===== src/design/lmch_defs.vh =====
// Purpose: constants for the display module command handler
// Assumes: 200 MHz ref_clk_i
// Notes:   times are in ms; cycle counts derived from them
`ifndef LMCH_DEFS_VH
`define LMCH_DEFS_VH
`define LMCH_CMD_RESTART   6'h05
`define LMCH_CMD_CLEAR     6'h06
`define LMCH_CMD_GLYPH     6'h09
`define LMCH_CMD_MEMRD     6'h0a
`define LMCH_CMD_CURPOS    6'h0b
`define LMCH_CMD_CURSTY    6'h0c
`define LMCH_CMD_CONTRAST  6'h0d
`define LMCH_CMD_BACKLIGHT 6'h0e
`define LMCH_CMD_FANREP    6'h10
`define LMCH_CMD_FANPWR    6'h11
`define LMCH_ACK_BIT       8'h40
`define LMCH_ERR_BIT       8'hc0
`define LMCH_BLANK         8'h20
`define LMCH_LEVEL_MAX     8'h64
`define LMCH_CONTRAST_MAX  8'hfe
`define LMCH_COLS          20
`define LMCH_CELLS         80
`define LMCH_CLK_MHZ       200
`define LMCH_FAN_DELAY_MS  500
`define LMCH_HOST_RST_MS   1500
`define LMCH_MUTE_MS       3000
`define LMCH_EIGHTH_MS     125
`define LMCH_MS_CYCLES(ms) ((ms) * `LMCH_CLK_MHZ * 1000)
`endif


===== src/design/lmch_cmd_handler.v =====
// Purpose: decode command packets and drive display, fan and power state
// Assumes: packet framing done outside; one packet presented per cmd_valid_i pulse
// Notes:   answers are one-cycle pulses; saved state except the glyph memory is exposed as plain outputs
`timescale 1ns/1ps
`include "lmch_defs.vh"
module lmch_cmd_handler #(
   parameter HOST_RST_CYC = `LMCH_MS_CYCLES(`LMCH_HOST_RST_MS),
   parameter MUTE_CYC     = `LMCH_MS_CYCLES(`LMCH_MUTE_MS),
   parameter FAN_DLY_CYC  = `LMCH_MS_CYCLES(`LMCH_FAN_DELAY_MS),
   parameter EIGHTH_CYC   = `LMCH_MS_CYCLES(`LMCH_EIGHTH_MS)
) (
   // clock and reset
   input  wire        ref_clk_i,
   input  wire        srst_i,
   // command packet in
   input  wire        cmd_valid_i,
   input  wire [7:0]  cmd_type_i,
   input  wire [4:0]  cmd_len_i,
   input  wire [71:0] cmd_data_i,
   output wire        cmd_ready_o,
   // response packet out
   output reg         rsp_valid_o,
   output reg  [7:0]  rsp_type_o,
   output reg  [3:0]  rsp_len_o,
   output reg  [71:0] rsp_data_o,
   // power supply control
   input  wire [31:0] power_pulse_cyc_i,
   output reg         host_reset_o,
   output reg         host_power_o,
   output reg         self_reboot_o,
   // display state
   output reg  [4:0]  cursor_col_o,
   output reg  [1:0]  cursor_row_o,
   output reg  [1:0]  cursor_style_o,
   output reg  [7:0]  contrast_o,
   output reg  [7:0]  lcd_backlight_o,
   output reg  [7:0]  key_backlight_o,
   output wire [7:0]  cell_o,
   input  wire [6:0]  cell_idx_i,
   // fans
   output wire [31:0] fan_power_o,
   output reg  [3:0]  fan_report_mask_o,
   output wire        fan_report_o,
   output wire [1:0]  fan_report_idx_o
);
   // states
   localparam ST_RUN   = 5'b00001;
   localparam ST_HRST  = 5'b00010;
   localparam ST_HPWR  = 5'b00100;
   localparam ST_MUTE  = 5'b01000;
   localparam ST_BOOT  = 5'b10000;

   reg  [4:0]  state_reg;
   reg  [7:0]  cell_reg [0:`LMCH_CELLS-1];  // display_char_memory
   reg  [7:0]  glyph_reg [0:63];            // glyph_pattern_memory
   reg  [7:0]  fan_lvl_reg [0:3];
   reg         fans_on_reg;
   reg         clearing_reg;
   reg  [6:0]  clr_idx_reg;
   reg         tmr_load;
   reg  [31:0] tmr_count;
   wire        tmr_done;
   reg  [31:0] eighth_cnt_reg;
   wire        eighth_tick;
   wire [3:0]  force_full;
   reg  [31:0] boot_cnt_reg;
   wire [5:0]  op = cmd_type_i[5:0];
   wire [7:0]  d0 = cmd_data_i[7:0];
   wire [7:0]  d1 = cmd_data_i[15:8];
   wire [7:0]  d2 = cmd_data_i[23:16];
   wire [7:0]  d3 = cmd_data_i[31:24];
   // memory read address decode: glyph block or one of four row windows
   wire        mem_glyph = (d0[7:6] == 2'b01);
   wire        mem_cell  = d0[7] && (d0[4:0] <= 5'h13);
   wire [6:0]  cell_base = ({5'h0, d0[6:5]} * 7'd20) + {2'h0, d0[4:0]};
   wire        go = cmd_valid_i && cmd_ready_o;
   integer     i;

   // commands are ignored while resetting the host or muted after reboot
   assign cmd_ready_o = (state_reg == ST_RUN) && !clearing_reg;
   assign cell_o      = cell_reg[cell_idx_i];

   // per-fan output level, forced to full while reported, zero until one cycle before the fan delay ends
   genvar g;
   generate
      for (g = 0; g < 4; g = g + 1) begin : fan_g
         assign fan_power_o[8*g+7:8*g] = !fans_on_reg ? 8'h0 :
            (force_full[g] ? `LMCH_LEVEL_MAX : fan_lvl_reg[g]);
      end
   endgenerate

   // eighth-second enable pulse
   assign eighth_tick = (eighth_cnt_reg == EIGHTH_CYC - 1);
   always @(posedge ref_clk_i) begin
      if (srst_i || eighth_tick) begin
         eighth_cnt_reg <= 32'h0;
      end else begin
         eighth_cnt_reg <= eighth_cnt_reg + 32'h1;
      end
   end

   lmch_fan_sched u_sched (
      .ref_clk_i    (ref_clk_i),
      .srst_i       (srst_i),
      .tick_i       (eighth_tick),
      .mask_i       (fan_report_mask_o),
      .force_full_o (force_full),
      .report_o     (fan_report_o),
      .report_fan_o (fan_report_idx_o)
   );

   // one shared timer paces host reset, power pulse and mute; only its done pulse is used
   lmch_timer u_tmr (
      .ref_clk_i (ref_clk_i),
      .srst_i    (srst_i),
      .load_i    (tmr_load),
      .count_i   (tmr_count),
      .busy_o    (),
      .done_o    (tmr_done)
   );

   // main command decode, answer and state machine
   always @(posedge ref_clk_i) begin
      if (srst_i) begin
         state_reg         <= ST_BOOT;
         rsp_valid_o       <= 1'b0;
         rsp_type_o        <= 8'h0;
         rsp_len_o         <= 4'h0;
         rsp_data_o        <= 72'h0;
         host_reset_o      <= 1'b0;
         host_power_o      <= 1'b0;
         self_reboot_o     <= 1'b0;
         cursor_col_o      <= 5'h0;
         cursor_row_o      <= 2'h0;
         cursor_style_o    <= 2'h0;
         contrast_o        <= 8'h0;
         lcd_backlight_o   <= 8'h0;
         key_backlight_o   <= 8'h0;
         fan_report_mask_o <= 4'h0;
         fans_on_reg       <= 1'b0;
         boot_cnt_reg      <= 32'h0;
         clearing_reg      <= 1'b1;
         clr_idx_reg       <= 7'h0;
         tmr_load          <= 1'b0;
         tmr_count         <= 32'h0;
         for (i = 0; i < 4; i = i + 1) begin
            fan_lvl_reg[i] <= `LMCH_LEVEL_MAX;
         end
      end else begin
         rsp_valid_o   <= 1'b0;
         self_reboot_o <= 1'b0;
         tmr_load      <= 1'b0;
         // fans switch on strictly before the boot delay ends
         if (!fans_on_reg) begin
            boot_cnt_reg <= boot_cnt_reg + 32'h1;
            fans_on_reg  <= (boot_cnt_reg >= FAN_DLY_CYC - 2);
         end
         // background screen fill, one cell per cycle
         if (clearing_reg) begin
            cell_reg[clr_idx_reg] <= `LMCH_BLANK;
            clr_idx_reg           <= clr_idx_reg + 7'h1;
            clearing_reg          <= (clr_idx_reg != `LMCH_CELLS - 1);
         end
         case (state_reg)
            ST_BOOT: begin
               state_reg <= ST_RUN;
            end
            ST_HRST: begin
               if (tmr_done) begin
                  host_reset_o  <= 1'b0;
                  host_power_o  <= 1'b0;
                  self_reboot_o <= 1'b1;
                  tmr_load      <= 1'b1;
                  tmr_count     <= MUTE_CYC;
                  state_reg     <= ST_MUTE;
               end
            end
            ST_MUTE: begin
               if (tmr_done) begin
                  state_reg <= ST_RUN;
               end
            end
            ST_RUN: begin
               if (go) begin
                  rsp_valid_o <= 1'b1;
                  rsp_type_o  <= `LMCH_ACK_BIT | {2'b00, op};
                  rsp_len_o   <= 4'h0;
                  rsp_data_o  <= 72'h0;
                  case (op)
                     `LMCH_CMD_RESTART: begin
                        if (cmd_len_i == 5'd3 && d0 == 8'd8 && d1 == 8'd18 && d2 == 8'd99) begin
                           self_reboot_o <= 1'b1;
                        end else if (cmd_len_i == 5'd3 && d0 == 8'd12 && d1 == 8'd28 && d2 == 8'd97) begin
                           host_reset_o <= 1'b1;
                           tmr_load     <= 1'b1;
                           tmr_count    <= HOST_RST_CYC;
                           state_reg    <= ST_HRST;
                        end else if (cmd_len_i == 5'd3 && d0 == 8'd3 && d1 == 8'd11 && d2 == 8'd95) begin
                           host_power_o <= 1'b1;
                           tmr_load     <= 1'b1;
                           tmr_count    <= (power_pulse_cyc_i == 32'h0) ? 32'h1 : power_pulse_cyc_i;
                           state_reg    <= ST_HRST;
                        end else begin
                           rsp_type_o <= `LMCH_ERR_BIT | {2'b00, op};
                        end
                     end
                     `LMCH_CMD_CLEAR: begin
                        clearing_reg <= 1'b1;
                        clr_idx_reg  <= 7'h0;
                        cursor_col_o <= 5'h0;
                        cursor_row_o <= 2'h0;
                     end
                     `LMCH_CMD_GLYPH: begin
                        if (cmd_len_i == 5'd9 && d0 < 8'd8) begin
                           for (i = 0; i < 8; i = i + 1) begin
                              glyph_reg[{d0[2:0], i[2:0]}] <= {2'b00, cmd_data_i[8*i+13 -: 6]};
                           end
                        end else begin
                           rsp_type_o <= `LMCH_ERR_BIT | {2'b00, op};
                        end
                     end
                     `LMCH_CMD_MEMRD: begin
                        if (mem_glyph || mem_cell) begin
                           rsp_len_o <= 4'h9;
                           rsp_data_o[7:0] <= d0;
                           for (i = 0; i < 8; i = i + 1) begin
                              rsp_data_o[8*i+8 +: 8] <= mem_glyph ? glyph_reg[(d0[5:0] + i[5:0]) & 6'h3f] :
                                 ((d0[4:0] + i[4:0] <= 5'h13) ? cell_reg[cell_base + i[6:0]] : 8'h0);
                           end
                        end else begin
                           rsp_type_o <= `LMCH_ERR_BIT | {2'b00, op};
                        end
                     end
                     `LMCH_CMD_CURPOS: begin
                        if (d0 < `LMCH_COLS && d1 < 8'd4) begin
                           cursor_col_o <= d0[4:0];
                           cursor_row_o <= d1[1:0];
                        end else begin
                           rsp_type_o <= `LMCH_ERR_BIT | {2'b00, op};
                        end
                     end
                     `LMCH_CMD_CURSTY: begin
                        if (d0 < 8'd4) begin
                           cursor_style_o <= d0[1:0];
                        end else begin
                           rsp_type_o <= `LMCH_ERR_BIT | {2'b00, op};
                        end
                     end
                     `LMCH_CMD_CONTRAST: begin
                        if (d0 <= `LMCH_CONTRAST_MAX) begin
                           contrast_o <= d0;
                        end else begin
                           rsp_type_o <= `LMCH_ERR_BIT | {2'b00, op};
                        end
                     end
                     `LMCH_CMD_BACKLIGHT: begin
                        if (cmd_len_i == 5'd1 && d0 <= `LMCH_LEVEL_MAX) begin
                           lcd_backlight_o <= d0;
                           key_backlight_o <= d0;
                        end else if (cmd_len_i == 5'd2 && d0 <= `LMCH_LEVEL_MAX && d1 <= `LMCH_LEVEL_MAX) begin
                           lcd_backlight_o <= d0;
                           key_backlight_o <= d1;
                        end else begin
                           rsp_type_o <= `LMCH_ERR_BIT | {2'b00, op};
                        end
                     end
                     `LMCH_CMD_FANREP: begin
                        if (d0 < 8'h10) begin
                           fan_report_mask_o <= d0[3:0];
                        end else begin
                           rsp_type_o <= `LMCH_ERR_BIT | {2'b00, op};
                        end
                     end
                     `LMCH_CMD_FANPWR: begin
                        if (cmd_len_i == 5'd4 && d0 <= `LMCH_LEVEL_MAX && d1 <= `LMCH_LEVEL_MAX &&
                            d2 <= `LMCH_LEVEL_MAX && d3 <= `LMCH_LEVEL_MAX) begin
                           fan_lvl_reg[0] <= d0;
                           fan_lvl_reg[1] <= d1;
                           fan_lvl_reg[2] <= d2;
                           fan_lvl_reg[3] <= d3;
                        end else begin
                           rsp_type_o <= `LMCH_ERR_BIT | {2'b00, op};
                        end
                     end
                     default: begin
                        rsp_type_o <= `LMCH_ERR_BIT | {2'b00, op};
                     end
                  endcase
               end
            end
            default: begin
               state_reg <= ST_RUN;
            end
         endcase
      end
   end
endmodule // lmch_cmd_handler


===== src/design/lmch_fan_sched.v =====
// Purpose: fan report slot timer and full-power override
// Assumes: tick_i pulses once per eighth second
// Notes:   four slots per half second, one per fan
`timescale 1ns/1ps
module lmch_fan_sched (
   // clock and reset
   input  wire       ref_clk_i,
   input  wire       srst_i,
   // control
   input  wire       tick_i,
   input  wire [3:0] mask_i,
   // results
   output reg  [3:0] force_full_o,
   output reg        report_o,
   output reg  [1:0] report_fan_o
);
   reg [1:0] slot_reg;

   // slot walk: each fan owns one eighth-second slot of every half second
   always @(posedge ref_clk_i) begin
      if (srst_i) begin
         slot_reg     <= 2'h0;
         force_full_o <= 4'h0;
         report_o     <= 1'b0;
         report_fan_o <= 2'h0;
      end else begin
         report_o <= 1'b0;
         if (tick_i) begin
            slot_reg     <= slot_reg + 2'h1;
            force_full_o <= mask_i & (4'h1 << slot_reg);
            report_o     <= mask_i[slot_reg];
            report_fan_o <= slot_reg;
         end
      end
   end
endmodule // lmch_fan_sched


===== src/design/lmch_timer.v =====
// Purpose: loadable down counter for long waits
// Assumes: load and count never coincide usefully; load wins
// Notes:   done_o pulses for one cycle at expiry
`timescale 1ns/1ps
module lmch_timer (
   // clock and reset
   input  wire        ref_clk_i,
   input  wire        srst_i,
   // control
   input  wire        load_i,
   input  wire [31:0] count_i,
   // status
   output wire        busy_o,
   output reg         done_o
);
   reg [31:0] cnt_reg;

   // count down to zero and flag the last step
   always @(posedge ref_clk_i) begin
      if (srst_i) begin
         cnt_reg <= 32'h0;
         done_o  <= 1'b0;
      end else begin
         done_o <= 1'b0;
         if (load_i) begin
            cnt_reg <= count_i;
         end else if (cnt_reg != 32'h0) begin
            cnt_reg <= cnt_reg - 32'h1;
            done_o  <= (cnt_reg == 32'h1);
         end
      end
   end
   assign busy_o = (cnt_reg != 32'h0);
endmodule // lmch_timer


===== config.mk =====
export PLATFORM = sky130hd
export DESIGN_NAME = lmch_cmd_handler
export DESIGN_NICKNAME = d
export VERILOG_FILES = /design/src/design/lmch_cmd_handler.v /design/src/design/lmch_fan_sched.v /design/src/design/lmch_timer.v
export VERILOG_INCLUDE_DIRS = /design/src /design/src/design
export SDC_FILE = /design/constraint.sdc
export NUM_CORES = 2
export LEC_CHECK = 0
export ABC_AREA = 1
export BUFFER_PORTS_ARGS = -buffer_cell sky130_fd_sc_hd__buf_2
export CORE_ASPECT_RATIO = 0.5
export CORE_MARGIN = 2
export CORE_UTILIZATION = 50
export CTS_CLUSTER_DIAMETER = 200
export DETAILED_ROUTE_END_ITERATION = 6
export PLACE_DENSITY = 0.68
export REMOVE_ABC_BUFFERS = 1
export SYNTH_ARGS = -nofsm -noshare
export SYNTH_HDL_FRONTEND = slang
export SYNTH_SLANG_ARGS = --single-unit

===== constraint.sdc =====
create_clock -name ref_clk_i -period 8.7 [get_ports ref_clk_i]
set_clock_uncertainty 0.05 [all_clocks]
set_input_delay 1.305 -clock ref_clk_i [delete_from_list [all_inputs] [get_ports ref_clk_i]]
set_output_delay 1.305 -clock ref_clk_i [all_outputs]
set_load 0.01 [all_outputs]

Word level (Yosys, flattened, before mapping)
Memory sizes are Yosys's and may differ from the RTL's.
Cells that the tools add are included.
{"block": "word_totals", "mem_bits_rw": 416, "out_inout_bits": 169, "n_memories": 2, "inputBits": 127, "reg_bits": 278, "elab_cells": 282}
{"memory": "glyph_reg", "depth": 64, "word_bits": 6, "rd": 8, "rd_clocked_by_memory_dff": 0, "wr": 8, "line_no": "lmch_cmd_handler.v:55", "source": "reg [7:0] glyph_reg [0:63];"}
{"memory": "fan_lvl_reg", "depth": 4, "word_bits": 8, "rd": 4, "rd_clocked_by_memory_dff": 0, "wr": 4, "line_no": "lmch_cmd_handler.v:56", "source": "reg [7:0] fan_lvl_reg [0:3];"}
{"block": "classes", "magnitude_cmp": 20, "n_shift": 1, "bitwise_logic": 8, "n_addsub": 19, "n_reduce_logical": 43, "muxes": 120, "n_eq_ne": 41}
{"op": "two-way mux 8 bit", "count": 44}
{"op": "two-way mux 32 bit", "count": 9}
{"op": "two-way mux 72 bit", "count": 2}
{"op": "one-hot mux 8 bit (10 select lines)", "count": 1}
{"op": "adder 32 x 1 -> 32 bit (second input constant)", "count": 2}
{"op": "one-hot mux 32 bit (2 select lines)", "count": 1}
{"op": "<= comparator 5 bit (second input constant)", "count": 8}
{"op": "two-way mux 1 bit", "count": 40}
{"op": "two-way mux 5 bit", "count": 8}
{"op": "== test 6 x 4 -> 1 bit (second input constant)", "count": 6}
{"op": "== test 32 x 1 -> 1 bit (second input constant)", "count": 1}
{"op": "== test 32 x 25 -> 1 bit (second input constant)", "count": 1}
{"op": ">= comparator 32 x 27 -> 1 bit (second input constant)", "count": 1}
{"op": "<= comparator 8 x 7 -> 1 bit (second input constant)", "count": 4}
{"op": "logical NOT 32 bit", "count": 1}
{"op": "nonzero test 32 bit", "count": 1}
{"op": "subtractor 32 x 1 -> 32 bit (second input constant)", "count": 1}
{"op": "two-way mux 7 bit", "count": 4}
{"op": "adder 6 x 3 -> 6 bit (second input constant)", "count": 4}
{"op": "== test 8 x 4 -> 1 bit (second input constant)", "count": 3}
{"op": "== test 8 x 7 -> 1 bit (second input constant)", "count": 3}
{"op": "logical AND 1 bit", "count": 21}
{"op": "adder 5 x 3 -> 5 bit (second input constant)", "count": 4}
{"op": "AND reduction 4 bit", "count": 5}
{"op": "43 further kinds", "count": 77}

Longest topological paths before layout
{"block": "logic_depth", "word_depth": 12, "mapped_depth": 19, "ltp_nobuf": 15}

Modules after synthesis
A second synthesis with hierarchy kept.
{"block": "hier_totals", "hier_cells": 6191, "area_unflattened_um2": 43573.0}
{"module": "lmch_cmd_handler", "n_inst": 1, "seq_area_each_um2": 16816.1, "area_each_um2": 40775.4, "cells_each": 5736}
{"module": "lmch_timer", "n_inst": 1, "seq_area_each_um2": 660.6, "area_each_um2": 2381.0, "cells_each": 404}
{"module": "lmch_fan_sched", "n_inst": 1, "seq_area_each_um2": 180.2, "area_each_um2": 416.6, "cells_each": 51}

Worst setup path after synthesis
No wires, ideal clock.
{"block": "synth_path", "path_kind": "input -> register", "startpoint": "input port cmd_data_i[2]", "endpoint": "memory glyph_reg[24][0] (netlist bit), enable pin", "setup_slack_ns": 3.618, "n_path_buf": 4, "arrival_time_ns": 4.579, "stages": 8, "cell_sequence": "buf_2 > inv_2 > buf_2 > buf_2 > clkbuf_1 > ha_1 > nand2_1 > nor2_1"}
{"element": "start: declaration", "line_no": "lmch_cmd_handler.v:19", "source": "input wire [71:0] cmd_data_i,"}
{"element": "end: declaration", "line_no": "lmch_cmd_handler.v:55"}

Worst setup path in the final report
{"block": "layout_path", "startpoint": "input port cmd_data_i[2]", "endpoint": "register rsp_data_o[44]"}
{"block": "layout_via", "elab_chain_len": 5, "word_cells_on_any_way": 8, "cone_classes": "add/sub: 1; order compare: 1; mux: 3; reduce/logical: 2; memory: 1"}
{"element": "adder 6 x 3 -> 6 bit or <= comparator 5 bit (tied branches)", "line_no": "lmch_cmd_handler.v:227, lmch_cmd_handler.v:74"}
{"element": "memory read (64 x 6 bit) or logical AND 1 bit (tied branches)"}
{"element": "two-way mux 8 bit or logical OR 1 bit (tied branches)", "line_no": "lmch_cmd_handler.v:227, lmch_cmd_handler.v:223"}
{"element": "two-way mux 72 bit *", "line_no": "lmch_cmd_handler.v:223", "source": "if (mem_glyph || mem_cell) begin"}
{"element": "two-way mux 72 bit *", "line_no": "lmch_cmd_handler.v:189", "source": "case (op)"}
{"element": "end signal: indexed assignment", "line_no": "lmch_cmd_handler.v:227", "source": "rsp_data_o[8*i+8 +: 8] <= mem_glyph ? glyph_reg[(d0[5:0] + i[5:0]) & 6'h3f] :"}
{"element": "end: declaration", "line_no": "lmch_cmd_handler.v:25", "source": "output reg [71:0] rsp_data_o,"}
Every way passes the cells marked *; elsewhere a longest branch is shown, timed or not.
A chain may end at the register's enable or synchronous reset.

==> out/summary.txt <==
Outcome: finished, violations left
Violated checks: design-rule violations, max-capacitance violations, max-slew violations
Drt pass-1 iters: 7
Final Power: 8.66 mW
Port Buf Inserts: 250
Hold Vio Cnt, Final: 0
Leakage: 19.4 nW
HPWL after DPL: 110000 um
RSZ-0062 raised after global routing: no
Max VDD drop: 0.142 mV
Io pins: 296
Hold/Removal Path Class: reg2reg
CP startpoint kind: primary input
Die area: 0.0874 mm^2
Final period util: 62.0%
Seq/Total Area, Yosys: 41.6%
Post-synth ARST share: 0%
Hold-fix buffer count after cts: 0
Gpl congestion: 0.997
Worst-skew pair later-pin latency: 0.70 ns
EDFF count, synth: 416
Max reg flops: 384
Largest net degree at the start of global routing: 172
Worst path max stage delay: 0.72 ns
Max-cap violations: 1
Min cycle time layout: 5.39 ns
Area growth syn-to-layout: 9.23%
Worst-path cell chain: buf_4 > clkinv_2 > buf_4 > ha_1 > buf_4 > nor2_1 > clkinv_1 > nor2_1 > nor2_1 > a21oi_1 > nand2_1 > nand2_1 > nand2_1 > a21oi_1
Yosys warnings: 0
Crit end category: flip-flop
Crit path required time: 9.26 ns
Via count of the first global-routing pass: 40600
Starting density of the core: 50.5%
Worst relative slew slack: -1.44%
Proportion of layout cells with a drive suffix above 1: 8.49%
DRC Markers: 20
Crit path from: cmd_data_i[2]
CTS tree: done
Core box area: 0.0840 mm^2
Arr. time, crit path: 5.95 ns
Worst path buffer plus inverter count: 5
HP Start: host_reset_o
Hold Crit Endpoint: host_reset_o
Post_cts resized: 0
DR vias: 45400
Worst Reg-to-Reg Cells: 10
Clock transition at path regs: 0.07 ns
Max Fanout on Critical Path: 49
DR vias/cell: 6.27
Slowest CP cell: clkinv_1
Worst reg2reg setup slack: 4.79 ns
Yosys reg bits: 674
CP delay by family, top: buffers and inverters
Die W: 416 um
Die height: 210 um
Slew @ Worst Pin: 1.52 ns
Cells after synthesis: 6039
WHS Path Cells: 2
WL per Instance: 23.9 um
Clock sink count: 674
Cell variety after synth: 54
Peak Freq: 0.185 GHz
Setup Crit Path Kind: in2reg
Post-CTS Setup Bufs: 0
Rows: 75
GRT Residual Overflow: 0
DRT antenna net count: 0
Syn_area_per_cell: 7.03 um^2
Clk root buf: clkbuf_16
First-pass GRT wire length: 252000 um
Nets@finish: 6213
CTS Buf Count: 66
R2r endpoint: glyph_reg[19][3]
Crit Reg-Reg Startpoint: state_reg[0]
Count of pins over their slew limit: 14
PD cells: 187 mW/mm^2
Initial antenna violation count: 8
Primary FF master, synth: edfxtp_1
Setup_tns: 0 ns
GRT Util Overall: 38.5%
Starting DRC count in detailed routing: 7168
Post-synthesis instance area: 0.0424 mm^2
# setup viols final: 0
Clk buf depth: 3
Detailed-route wire length: 173000 um
H-tree depth: 3
-- Yosys cell counts (all sizes together), types with 32 or more instances --
cell	count	area, um^2
nand2	1756	6610
nand3	1527	7640
edfxtp	416	12500
nor2	396	1520
inv	373	1400
dfxtp	258	5160
a21oi	213	1070
buf	206	1080
clkbuf	195	732
o211ai	184	1380
o21ai	179	900
nor3	65	363
xor2	37	339
nand4	32	206
or2	32	200
-- routing by layer --
layer	share of wire, %	GRT usage, %	vias up
met5	0.039	0	-
li1	-	-	20600
met1	38	52.2	21000
met4	5.8	20.3	4
met3	15	10.7	630
met2	41	55.9	3160
-- power breakdown --
part	internal, mW	switching [mW]	total [mW]	leakage, nW
clock network	1.61	1.38	3.00	1.04
registers	3.45	0.0601	3.51	5.82
logic	0.600	1.55	2.15	12.5
total	5.66	3.00	8.66	19.4
-- per-stage QoR --
stage	setup WS, ns	instances	instance area [um^2]	hold slack (ns)	utilization (%)
detailed placement	2.97	7110	44200	0.386	52.6
finish	3.31	7239	46400	0.399	55.2
CTS	3.67	7231	46300	0.402	55.2
floorplan	-4.79	5666	40700	0.368	-
global route	3.41	7233	46400	0.423	55.2
global placement	2.94	7110	44200	0.376	52.6
-- cells in the final DEF, fill, tap and decap left out, types with 8 or more instances in the layout --
| cell type | n |
|---|---|
| nor2_1 | 374 |
| nand3b_1 | 12 |
| inv_2 | 9 |
| ha_1 | 22 |
| o21a_1 | 9 |
| a22oi_1 | 19 |
| xor2_1 | 28 |
| inv_6 | 10 |
| clkinv_2 | 8 |
| o21ai_0 | 172 |
| nor4_1 | 30 |
| clkbuf_1 | 16 |
| nand3_1 | 1527 |
| nor2_4 | 11 |
| o211ai_1 | 184 |
| conb_1 | 30 |
| inv_1 | 360 |
| nand2_1 | 1748 |
| buf_2 | 246 |
| xor2_2 | 9 |
| clkbuf_16 | 69 |
| diode_2 | 8 |
| xnor2_1 | 20 |
| edfxtp_1 | 416 |
| a21oi_1 | 213 |
| or2_2 | 25 |
| buf_4 | 79 |
| clkinv_1 | 10 |
| and3_1 | 8 |
| nor2_2 | 11 |
| nor3_1 | 59 |
| nand4_1 | 31 |
| dfxtp_1 | 258 |
-- how the worst max path moves through the flow --
stage                     slack [ns]              to  cells after the start
final                           3.31  rsp_data_o[44]                     14
after detailed placement        2.97  rsp_data_o[42]                     14
after global routing            3.41  rsp_data_o[44]                     14
after global placement          2.94  rsp_data_o[42]                     14
after CTS                       3.67  rsp_data_o[42]                     14
after floorplan                -4.79  rsp_data_o[16]                     12
-- worst reg2reg max path: cells and delay by family, from the launching register on --
kind | cells | cell delay (ns)
simple gates | 8 | 2.45
buf+inv | 2 | 0.64
flops | 1 | 0.35
-- area by class of cell --
class	instances	area, um^2
Multi-Input combinational cell	4615	21900
Clock inverter	33	315
Tap cell	1116	1400
Clock buffer	88	1820
Inverter	377	1440
Antenna cell	8	20.0
Fill cell	8150	37600
Sequential cell	674	17700
Timing Repair Buffer	328	1870
-- cells by family after synthesis --
group	share of synthesized area, %
AND/OR/NAND/NOR	40.0
buffers and inverters	7.60
flip-flops	41.6
AO/OA/AOI/OAI	8.80
XOR/XNOR	1.23
adder cells (fa/ha/maj)	0.707
other	0.0177
Note: power is estimated with default switching activity, not from simulation.
